`src/verilog/bacr_pkg.sv`:
```
// bus area config registers: shared constants and types
// assumes a single 100 MHz clock and a plain strobe register port
package bacr_pkg;
  // ---------------------------------------------------------------
  // register port
  // ---------------------------------------------------------------
  localparam int ADDR_W = 4;
  localparam int DATA_W = 16;
  localparam logic [3:0] MODES_OFS = 4'h0;
  localparam logic [3:0] WIDTHS_OFS = 4'h4;
  // ---------------------------------------------------------------
  // area mode register layout
  // ---------------------------------------------------------------
  localparam int ENDIAN_BIT = 11;
  localparam int A0_BST_LO = 9;
  localparam int A5_BST_LO = 7;
  localparam int A6_BST_LO = 5;
  localparam int MTYPE_LO = 2;
  localparam int A5_CARD_BIT = 1;
  localparam int A6_CARD_BIT = 0;
  localparam logic [15:0] MODES_RST = 16'h0000;
  localparam logic [15:0] MODES_WMASK = 16'h07FF;
  // ---------------------------------------------------------------
  // area width register layout
  // ---------------------------------------------------------------
  localparam logic [15:0] WIDTHS_RST = 16'h3FF0;
  localparam logic [15:0] WIDTHS_WMASK = 16'h3FF0;
  localparam int FIRST_W_AREA = 2;
  localparam int NUM_W_AREAS = 5;
  // ---------------------------------------------------------------
  // encodings
  // ---------------------------------------------------------------
  typedef logic [1:0] bacr_bst_t;
  localparam bacr_bst_t BST_ORD = 2'h0;
  localparam bacr_bst_t BST_4 = 2'h1;
  localparam bacr_bst_t BST_8 = 2'h2;
  localparam bacr_bst_t BST_16 = 2'h3;
  localparam logic [4:0] LEN_ORD = 5'h00;
  localparam logic [4:0] LEN_4 = 5'h04;
  localparam logic [4:0] LEN_8 = 5'h08;
  localparam logic [4:0] LEN_16 = 5'h10;
  localparam logic [2:0] MTYPE_ORD = 3'h0;
  localparam logic [2:0] MTYPE_A3 = 3'h2;
  localparam logic [2:0] MTYPE_A23 = 3'h3;
  localparam logic [1:0] WID_PROH = 2'h0;
  localparam logic [1:0] WID_32 = 2'h3;
endpackage

```
`src/verilog/bacr_burst_dec.sv`:
```
// burst code to transfer count decoder
// assumes the caller registers the result
module bacr_burst_dec (
  input wire logic [1:0] i_code,
  output logic [4:0] o_len
);
  // ---------------------------------------------------------------
  // decode
  // ---------------------------------------------------------------
  // zero count means ordinary memory, no burst
  always_comb begin
    case (i_code)
      bacr_pkg::BST_4: o_len = bacr_pkg::LEN_4;
      bacr_pkg::BST_8: o_len = bacr_pkg::LEN_8;
      bacr_pkg::BST_16: o_len = bacr_pkg::LEN_16;
      default: o_len = bacr_pkg::LEN_ORD;
    endcase
  end
endmodule

```
`src/verilog/bacr_regs.sv`:
```
// bus area configuration register bank
// assumes I_SYS_RST is the power-on reset; manual reset and standby
// never reach this block, so the registers ride through them
//
// Contract
// - bit 11 of mode register shows endian pin caught at power-on reset
// - area 0 burst code: 00 ordinary, 01/10/11 burst of 4/8/16
// - area 5 burst code at bits 8:7, 00 ordinary, else 4/8/16
// - area 6 burst code at bits 6:5, 00 ordinary, else 4/8/16
// - memory type 000 ordinary, 010 area 3 sdram, 011 both; others banned
// - bit 1 set makes area 5 card space, clear ordinary
// - bit 0 set makes area 6 card space, clear ordinary
// - width register loads 3FF0 only at power-on reset
// - width register bits 15, 14, 3:0 read zero; software writes zero
// - area n width at bits 2n+1:2n: 01 8, 10 16, 11 32, 00 banned
// - mode register clears only at power-on reset
// - endian flag is read-only and sets byte order for all areas
module bacr_regs (
  input wire logic I_CLK,
  input wire logic I_SYS_RST,
  input wire logic [3:0] i_ADDR,
  input wire logic [15:0] i_WDATA,
  input wire logic i_WR,
  input wire logic i_RD,
  input wire logic i_BYTE_ORDER_SELECT_PIN,
  input wire logic i_PORT_AB_USED,
  input wire logic i_BUS_BUSY,
  output logic [15:0] o_RDATA,
  output logic o_LITTLE_ENDIAN,
  output logic [4:0] o_A0_BURST_LEN,
  output logic [4:0] o_A5_BURST_LEN,
  output logic [4:0] o_A6_BURST_LEN,
  output logic o_A2_SDRAM,
  output logic o_A3_SDRAM,
  output logic o_A5_CARD,
  output logic o_A6_CARD,
  output logic [9:0] o_AREA_WIDTH,
  output logic o_MTYPE_ERR,
  output logic [4:0] o_WIDTH_ERR
);
  // ---------------------------------------------------------------
  // storage
  // ---------------------------------------------------------------
  logic [15:0] modes_q;
  logic [15:0] widths_q;
  logic endian_q;
  logic [15:0] rd_d;
  logic [4:0] a0_len;
  logic [4:0] a5_len;
  logic [4:0] a6_len;
  logic [9:0] w_codes;
  logic [4:0] w_bad;
  logic hit_modes_wr;
  logic hit_widths_wr;
  logic [2:0] mtype;

  assign hit_modes_wr = i_WR && (i_ADDR == bacr_pkg::MODES_OFS);
  assign hit_widths_wr = i_WR && (i_ADDR == bacr_pkg::WIDTHS_OFS);
  assign mtype = modes_q[bacr_pkg::MTYPE_LO+2:bacr_pkg::MTYPE_LO];

  // endian pin sampled through the whole power-on reset, frozen after
  always_ff @(posedge I_CLK) begin
    if (I_SYS_RST) begin
      endian_q <= i_BYTE_ORDER_SELECT_PIN;
    end
  end

  // mode register; the endian bit is never written by software
  always_ff @(posedge I_CLK) begin
    if (I_SYS_RST) begin
      modes_q <= bacr_pkg::MODES_RST;
    end else if (hit_modes_wr) begin
      modes_q <= i_WDATA & bacr_pkg::MODES_WMASK;
    end
  end

  // width register; reserved bits forced to zero on write
  always_ff @(posedge I_CLK) begin
    if (I_SYS_RST) begin
      widths_q <= bacr_pkg::WIDTHS_RST;
    end else if (hit_widths_wr) begin
      widths_q <= i_WDATA & bacr_pkg::WIDTHS_WMASK;
    end
  end

  // ---------------------------------------------------------------
  // read port
  // ---------------------------------------------------------------
  // unmapped addresses read as zero
  always_comb begin
    rd_d = 16'h0000;
    if (i_RD && i_ADDR == bacr_pkg::MODES_OFS) begin
      rd_d = modes_q;
      rd_d[bacr_pkg::ENDIAN_BIT] = endian_q;
    end else if (i_RD && i_ADDR == bacr_pkg::WIDTHS_OFS) begin
      rd_d = widths_q;
    end
  end

  // data valid only in the cycle after the strobe
  always_ff @(posedge I_CLK) begin
    if (I_SYS_RST) begin
      o_RDATA <= 16'h0000;
    end else begin
      o_RDATA <= rd_d;
    end
  end

  // ---------------------------------------------------------------
  // decoders
  // ---------------------------------------------------------------
  bacr_burst_dec u_a0 (
    .i_code(modes_q[bacr_pkg::A0_BST_LO+1:bacr_pkg::A0_BST_LO]),
    .o_len(a0_len)
  );
  bacr_burst_dec u_a5 (
    .i_code(modes_q[bacr_pkg::A5_BST_LO+1:bacr_pkg::A5_BST_LO]),
    .o_len(a5_len)
  );
  bacr_burst_dec u_a6 (
    .i_code(modes_q[bacr_pkg::A6_BST_LO+1:bacr_pkg::A6_BST_LO]),
    .o_len(a6_len)
  );
  bacr_width_chk u_wid (
    .i_widths(widths_q),
    .i_port_ab_used(i_PORT_AB_USED),
    .o_codes(w_codes),
    .o_bad(w_bad)
  );

  // ---------------------------------------------------------------
  // active configuration seen by the bus sequencer
  // ---------------------------------------------------------------
  // copied only between cycles so a running cycle never sees a
  // half-changed setup; costs one cycle of latency after a write
  always_ff @(posedge I_CLK) begin
    if (I_SYS_RST) begin
      o_A0_BURST_LEN <= bacr_pkg::LEN_ORD;
      o_A5_BURST_LEN <= bacr_pkg::LEN_ORD;
      o_A6_BURST_LEN <= bacr_pkg::LEN_ORD;
      o_A5_CARD <= 1'b0;
      o_A6_CARD <= 1'b0;
      o_AREA_WIDTH <= 10'h3FF;
    end else if (!i_BUS_BUSY) begin
      o_A0_BURST_LEN <= a0_len;
      o_A5_BURST_LEN <= a5_len;
      o_A6_BURST_LEN <= a6_len;
      o_A5_CARD <= modes_q[bacr_pkg::A5_CARD_BIT];
      o_A6_CARD <= modes_q[bacr_pkg::A6_CARD_BIT];
      o_AREA_WIDTH <= w_codes;
    end
  end

  // memory type; banned codes fall back to ordinary and raise a flag
  always_ff @(posedge I_CLK) begin
    if (I_SYS_RST) begin
      o_A2_SDRAM <= 1'b0;
      o_A3_SDRAM <= 1'b0;
      o_MTYPE_ERR <= 1'b0;
    end else if (!i_BUS_BUSY) begin
      o_A2_SDRAM <= (mtype == bacr_pkg::MTYPE_A23);
      o_A3_SDRAM <= (mtype == bacr_pkg::MTYPE_A23) ||
        (mtype == bacr_pkg::MTYPE_A3);
      o_MTYPE_ERR <= (mtype != bacr_pkg::MTYPE_ORD) &&
        (mtype != bacr_pkg::MTYPE_A3) && (mtype != bacr_pkg::MTYPE_A23);
    end
  end

  // status outputs follow the stored values every cycle
  always_ff @(posedge I_CLK) begin
    if (I_SYS_RST) begin
      o_LITTLE_ENDIAN <= 1'b0;
      o_WIDTH_ERR <= 5'h00;
    end else begin
      o_LITTLE_ENDIAN <= endian_q;
      o_WIDTH_ERR <= w_bad;
    end
  end
endmodule

```
`src/verilog/bacr_width_chk.sv`:
```
// per-area bus width code checker for areas 2 to 6
// assumes width fields sit at bits 2n+1:2n of the width register
module bacr_width_chk (
  input wire logic [15:0] i_widths,
  input wire logic i_port_ab_used,
  output logic [9:0] o_codes,
  output logic [4:0] o_bad
);
  // ---------------------------------------------------------------
  // one checker per area
  // ---------------------------------------------------------------
  genvar g;
  generate
    for (g = 0; g < bacr_pkg::NUM_W_AREAS; g++) begin : g_area
      localparam int LO = 2 * (g + bacr_pkg::FIRST_W_AREA);
      // 32-bit is illegal only while the shared port is in use
      assign o_codes[2*g+1:2*g] = i_widths[LO+1:LO];
      assign o_bad[g] = (i_widths[LO+1:LO] == bacr_pkg::WID_PROH) ||
        (i_port_ab_used && i_widths[LO+1:LO] == bacr_pkg::WID_32);
    end
  endgenerate
endmodule
```
`config.mk`:
```
export PLATFORM = sky130hd
export DESIGN_NAME = bacr_regs
export DESIGN_NICKNAME = d
export VERILOG_FILES = /design/src/verilog/bacr_pkg.sv /design/src/verilog/bacr_burst_dec.sv /design/src/verilog/bacr_regs.sv /design/src/verilog/bacr_width_chk.sv
export SDC_FILE = /design/constraint.sdc
export NUM_CORES = 1
export LEC_CHECK = 0
export BUFFER_PORTS_ARGS = -buffer_cell sky130_fd_sc_hd__buf_2
export CAP_MARGIN = 20
export CORE_UTILIZATION = 55
export DETAILED_ROUTE_END_ITERATION = 6
export GPL_ROUTABILITY_DRIVEN = 0
export PLACE_DENSITY = 0.82
export RECOVER_POWER = 25
export SETUP_SLACK_MARGIN = 0.3
export SYNTH_ARGS = -nofsm -noshare
export SYNTH_HDL_FRONTEND = slang
export SYNTH_HIERARCHICAL = 1
export SYNTH_SLANG_ARGS = --single-unit
```
`constraint.sdc`:
```
create_clock -name I_CLK -period 1.98 [get_ports I_CLK]
set_input_delay 0.198 -clock I_CLK [delete_from_list [all_inputs] [get_ports I_CLK]]
set_output_delay 0.198 -clock I_CLK [all_outputs]
set_load 0.1 [all_outputs]
```
# Word-level counts from Yosys, hierarchy flattened
# Index checks and enable logic that the tools add are counted.
classes:
  n_bitwise: 1
  n_mux: 5
  eq_ne: 19
  n_reduce_logical: 26
op_table:
  columns: ["operator", "n"]
  rows:
  - ["5-bit case mux with 3 select lines", 3]
  - ["12-bit two-way mux", 2]
  - ["2-bit == test (second input constant)", 11]
  - ["1-bit logical AND", 11]
  - ["2-bit zero test", 5]
  - ["2-bit by 1-bit == test with 1-bit output (second input constant)", 3]
  - ["3-bit by 2-bit == test with 1-bit output (second input constant)", 2]
  - ["1-bit logical OR", 6]
  - ["3-bit by 2-bit != test with 1-bit output (second input constant)", 2]
  - ["4-bit by 3-bit == test with 1-bit output (second input constant)", 1]
  - ["4-bit zero test", 1]
  - ["3-bit nonzero test", 1]
  - ["3-bit OR reduction", 1]
  - ["2-bit OR reduction", 1]
  - ["1-bit inverter", 1]
totals:
  register_bits: 74
  output_inout_bits: 52

# Depth between registers and ports, before layout
depth:
  ltp_word: 4
  depth_mapped: 4
  ltp_nobuf: 3

# Cells and area by module
# Netlist, hierarchy kept.
modules_own_cells:
  columns: ["module", "cells_per_inst", "n_inst", "area_each_um2"]
  rows:
  - ["bacr_regs", 245, 1, 2643.8]
  - ["bacr_width_chk", 20, 1, 143.9]
  - ["bacr_burst_dec", 6, 3, 41.3]

# Least setup slack after synthesis
# No wires, ideal clock.
synth_timing:
  kind: "flip-flop to flip-flop"
  start: "register, netlist name o_MTYPE_ERR"
  end: "register o_MTYPE_ERR"
  synth_period_minus_slack_ps: 1382
  stages_incl_launch_ff: 3
  slack_ps: 598
  t_arrival_ps: 1286
  setup_time_ps: 95
  cell_sequence: "dfxtp_1 inv_1 a221oi_1"
synth_rtl:
  columns: ["item", "line", "rtl"]
  rows:
  - ["to (signal assigned)", "bacr_regs.sv:164", "o_MTYPE_ERR <= (mtype != bacr_pkg::MTYPE_ORD) &&"]
  - ["to (decl)", "bacr_regs.sv:38", "output logic o_MTYPE_ERR,"]

==> summary by stage <==
Status
The flow ran to the end, and the final reports show no timing, DRC or antenna violations.

GRT
Global routing used 21.7% of the available tracks. The global route total overflow is 0. The first-pass GRT wire length is 8850 um. Entering global routing, the biggest net connects 80 pins. The number of antenna violations at the first check in global routing is 0. The number of global-route vias before repair came to 1,840.

Pwr
Power spread over the standard cell area amounts to 925 mW/mm2. Across the VDD grid, the largest voltage drop is 0.502 mV. The total power consumption of the routed design is between 3000 and 4000 uW. The analysis attributes to cell leakage a power of about 0.0015 uW.

Clock network
CTS saw just over 70 sinks. Buffers added to address setup during post-CTS repair amount to 0. The number of CTS-inserted buffers is 9.

TritonCTS built the clock tree. In this run the number of H-tree levels came out at 3. The number of hold buffers added after CTS was 0.

The clock input transition at the sequential cells of the worst setup and hold paths is 0.07 ns. The maximum clock path buffer count is 2. Clock tree synthesis selected as its root buffer the cell sky130_fd_sc_hd__clkbuf_8. Clock latency on the worst-skew pair, taken at its later pin, is between 0.3 and 0.4 ns. The number of resized instances in the post-cts repair step is 0.

Finish
The area growth from synthesis to layout is 16.5%. In the layout the commonest cells are 73 x sky130_fd_sc_hd__buf_2, 71 x sky130_fd_sc_hd__dfxtp_1, 40 x sky130_fd_sc_hd__nor2_1, 38 x sky130_fd_sc_hd__mux2i_1, 23 x sky130_fd_sc_hd__nand2b_1. The fraction of layout instances using a drive strength above 1 is 30.3%. The number of nets in the finished design is 369. The non-filler instance count after layout is 416. The number of antenna repair diodes is 0. The most frequent standard cell in the layout excluding fill and tap cells is sky130_fd_sc_hd__buf_2.

The post-route cell area is between 0.003 and 0.004 mm2.

Die
From bottom edge to top edge, the die measures roughly 75 um. The die covers 0.00559 mm2. The core footprint is 0.00511 mm2. For this configuration, the core starts out at a cell density of 57.0%. The x dimension of the die is 74.8 um. The I/O pin count is roughly 80. The total number of placement rows is 26.

Worst hold path
The worst hold path endpoint is endian_q. Counting instances, the worst hold path has a depth of 1. In this run the worst hold path is classified as input pin to flip-flop. The startpoint of the worst hold path is i_BYTE_ORDER_SELECT_PIN.

Synth
The post-synth design cell area is 0.00291 mm2. For this run, the register share of the synthesized area comes to 49.8%. After synthesis, the mean cell area works out to 10.3 um2. The distinct cell type count after synthesis is 30. The gate count after technology mapping is 283. The number of synthesized register bits is between 70 and 80.

Yosys printed 6 warnings.

Place
The placed cell count is 401. The total cell area at the placement stage is between 0.003 and 0.004 mm2. The total of buffers placed on input and output ports is 74. The half-perimeter wire length after placement is 3680 um.

Flow run
The reported max-cap violation count is 0.

Detailed routing
The final routed wire length divided by cell count is 13.3 um. The initial DRC count is 112. The ratio of routed vias to standard cells is 4.94. The detailed-router iteration count before antenna repair is 4.

The final route contains 2,055 vias. The routed wire length is 5550 um. In this run the remaining antenna-violating nets after routing total 0.

In the routed design, unresolved DRC markers number 0.

STA
The hold violation count in the final report is 0. The number of setup violations in the final report is 0. The maximum clock frequency is 661 MHz.

The worst slew slack as a fraction of its limit is under 10%. Setup repair after global routing left no endpoint under its margin. Final hold analysis gives a worst-case slack of 0.0405 ns. The transition time at the pin with the least slew margin is 1.37 ns. The post-route minimum period is 1.51 ns.

After layout, the worst path uses 76.4% of the clock period. The number of slew-limit violations in the final report came to 0. In the final timing run, aggregate negative setup slack is 0 ns. The final worst clock skew is roughly 0.013 ns.

Critical path
The kind of capture point of the worst setup path is a flip-flop. STA classifies the critical path startpoint as an input pin. The biggest fanout along the worst timing path is 31. The worst register-to-register path begins at modes_q[9]. The worst-case register-to-register setup slack is 0.99 ns.

The arrival time of the worst setup path is 1.68 ns. The endpoint identified for the worst register-to-register timing path is o_A0_BURST_LEN[3]. The required time of the worst setup path is about 2.2 ns. For the worst flop-to-flop path, the logic depth is 3. The setup path with the least slack is of type input pin to flip-flop.
-- synth_stat cells --
master / number / area share [%]
sky130_fd_sc_hd__a211o_1: 10 / 3.0
sky130_fd_sc_hd__a21oi_1: 2 / 0.34
sky130_fd_sc_hd__a221oi_1: 1 / 0.30
sky130_fd_sc_hd__a22o_1: 8 / 2.4
sky130_fd_sc_hd__and2_1: 6 / 1.3
sky130_fd_sc_hd__and2_2: 3 / 0.77
sky130_fd_sc_hd__and2b_2: 3 / 0.90
sky130_fd_sc_hd__and3_1: 1 / 0.22
sky130_fd_sc_hd__and4b_1: 1 / 0.34
sky130_fd_sc_hd__buf_1: 1 / 0.13
sky130_fd_sc_hd__buf_2: 5 / 0.86
sky130_fd_sc_hd__buf_4: 19 / 4.9
sky130_fd_sc_hd__buf_6: 2 / 0.77
sky130_fd_sc_hd__clkbuf_1: 8 / 1.0
sky130_fd_sc_hd__conb_1: 4 / 0.52
sky130_fd_sc_hd__dfxtp_1: 71 / 49
sky130_fd_sc_hd__edfxtp_1: 1 / 1.0
sky130_fd_sc_hd__inv_1: 1 / 0.13
sky130_fd_sc_hd__mux2i_1: 38 / 13
sky130_fd_sc_hd__nand2b_1: 23 / 4.9
sky130_fd_sc_hd__nand3_1: 5 / 0.86
sky130_fd_sc_hd__nor2_1: 40 / 5.2
sky130_fd_sc_hd__nor2b_1: 19 / 4.1
sky130_fd_sc_hd__nor3_1: 1 / 0.17
sky130_fd_sc_hd__nor3b_1: 1 / 0.26
sky130_fd_sc_hd__nor3b_4: 1 / 0.64
sky130_fd_sc_hd__nor4b_4: 1 / 0.82
sky130_fd_sc_hd__nor4bb_1: 1 / 0.34
sky130_fd_sc_hd__o21ai_2: 5 / 1.5
sky130_fd_sc_hd__or3_4: 1 / 0.39
-- flip-flops by register name, indices dropped and copies added, names as in the netlist --
name / cells
o_A0_BURST_LEN: 5
o_MTYPE_ERR: 1
o_AREA_WIDTH: 10
o_A5_CARD: 1
endian_q: 1
o_RDATA: 14
o_A3_SDRAM: 1
o_A2_SDRAM: 1
o_A6_BURST_LEN: 5
o_A6_CARD: 1
o_LITTLE_ENDIAN: 1
widths_q: 10
o_WIDTH_ERR: 5
o_A5_BURST_LEN: 5
modes_q: 11
-- worst max-delay path by stage --
stage | to | start | cells past startpoint | slack [ns]
after global routing | o_A3_SDRAM | i_BUS_BUSY | 5 | 0.34
after detailed placement | modes_q[10] | i_ADDR[1] | 5 | 0.54
after CTS | o_A0_BURST_LEN[3] | o_A0_BURST_LEN[3] | 1 | 0.64
after global placement | modes_q[4] | i_ADDR[1] | 5 | 0.55
final | o_A3_SDRAM | i_BUS_BUSY | 5 | 0.47
after floorplan | o_MTYPE_ERR | o_MTYPE_ERR | 2 | 0.60
-- where the power goes --
group          internal [uW]  total [uW]  switching [uW]
Sequential              1490        1510            19.9
Combinational           95.4         419             323
Clock                    699        1210             512
-- cell type report --
class                   instances  area, um2
fillers                       437       1710
well taps                      70       87.6
flip-flops and latches         72       1450
inverters                       1       3.75
clock inverters                 4       70.1
multi-input cells             179       1250
clock buffers                  11        131
repair buffers                 79        402
-- routing by layer --
metal	up-vias	part of all wire [%]	track usage, %
met3	5	4.4	7.36
met4	0	1.1	8.18
met1	966	45	26.5
met5	-	0	0
met2	45	49	35.7
li1	1039	-	-
-- through the flow --
step	setup WS, ns	util [%]
detailed placement	0.542	63.1
global placement	0.551	63.1
global route	0.336	66.4
finish	0.467	66.4
CTS	0.638	67.1
floorplan	0.598	-
-- logic make-up after synthesis --
| logic type | Yosys count | share of synthesized area [%] |
|---|---|---|
| and+or+nand+nor | 107 | 21.2 |
| other | 4 | 0.516 |
| buffers and inverters | 36 | 7.82 |
| muxes | 38 | 13.1 |
| DFF | 72 | 49.8 |
| AOI/OAI and AO/OA | 26 | 7.56 |
-- critical path: stages --
cell	delay, ns
sky130_fd_sc_hd__clkbuf_1	0.39
sky130_fd_sc_hd__clkbuf_2	0.73
sky130_fd_sc_hd__nor3b_1	0.15
sky130_fd_sc_hd__a21oi_1	0.15
sky130_fd_sc_hd__nor2_1	0.06
Power figures use the tool's default switching activity.
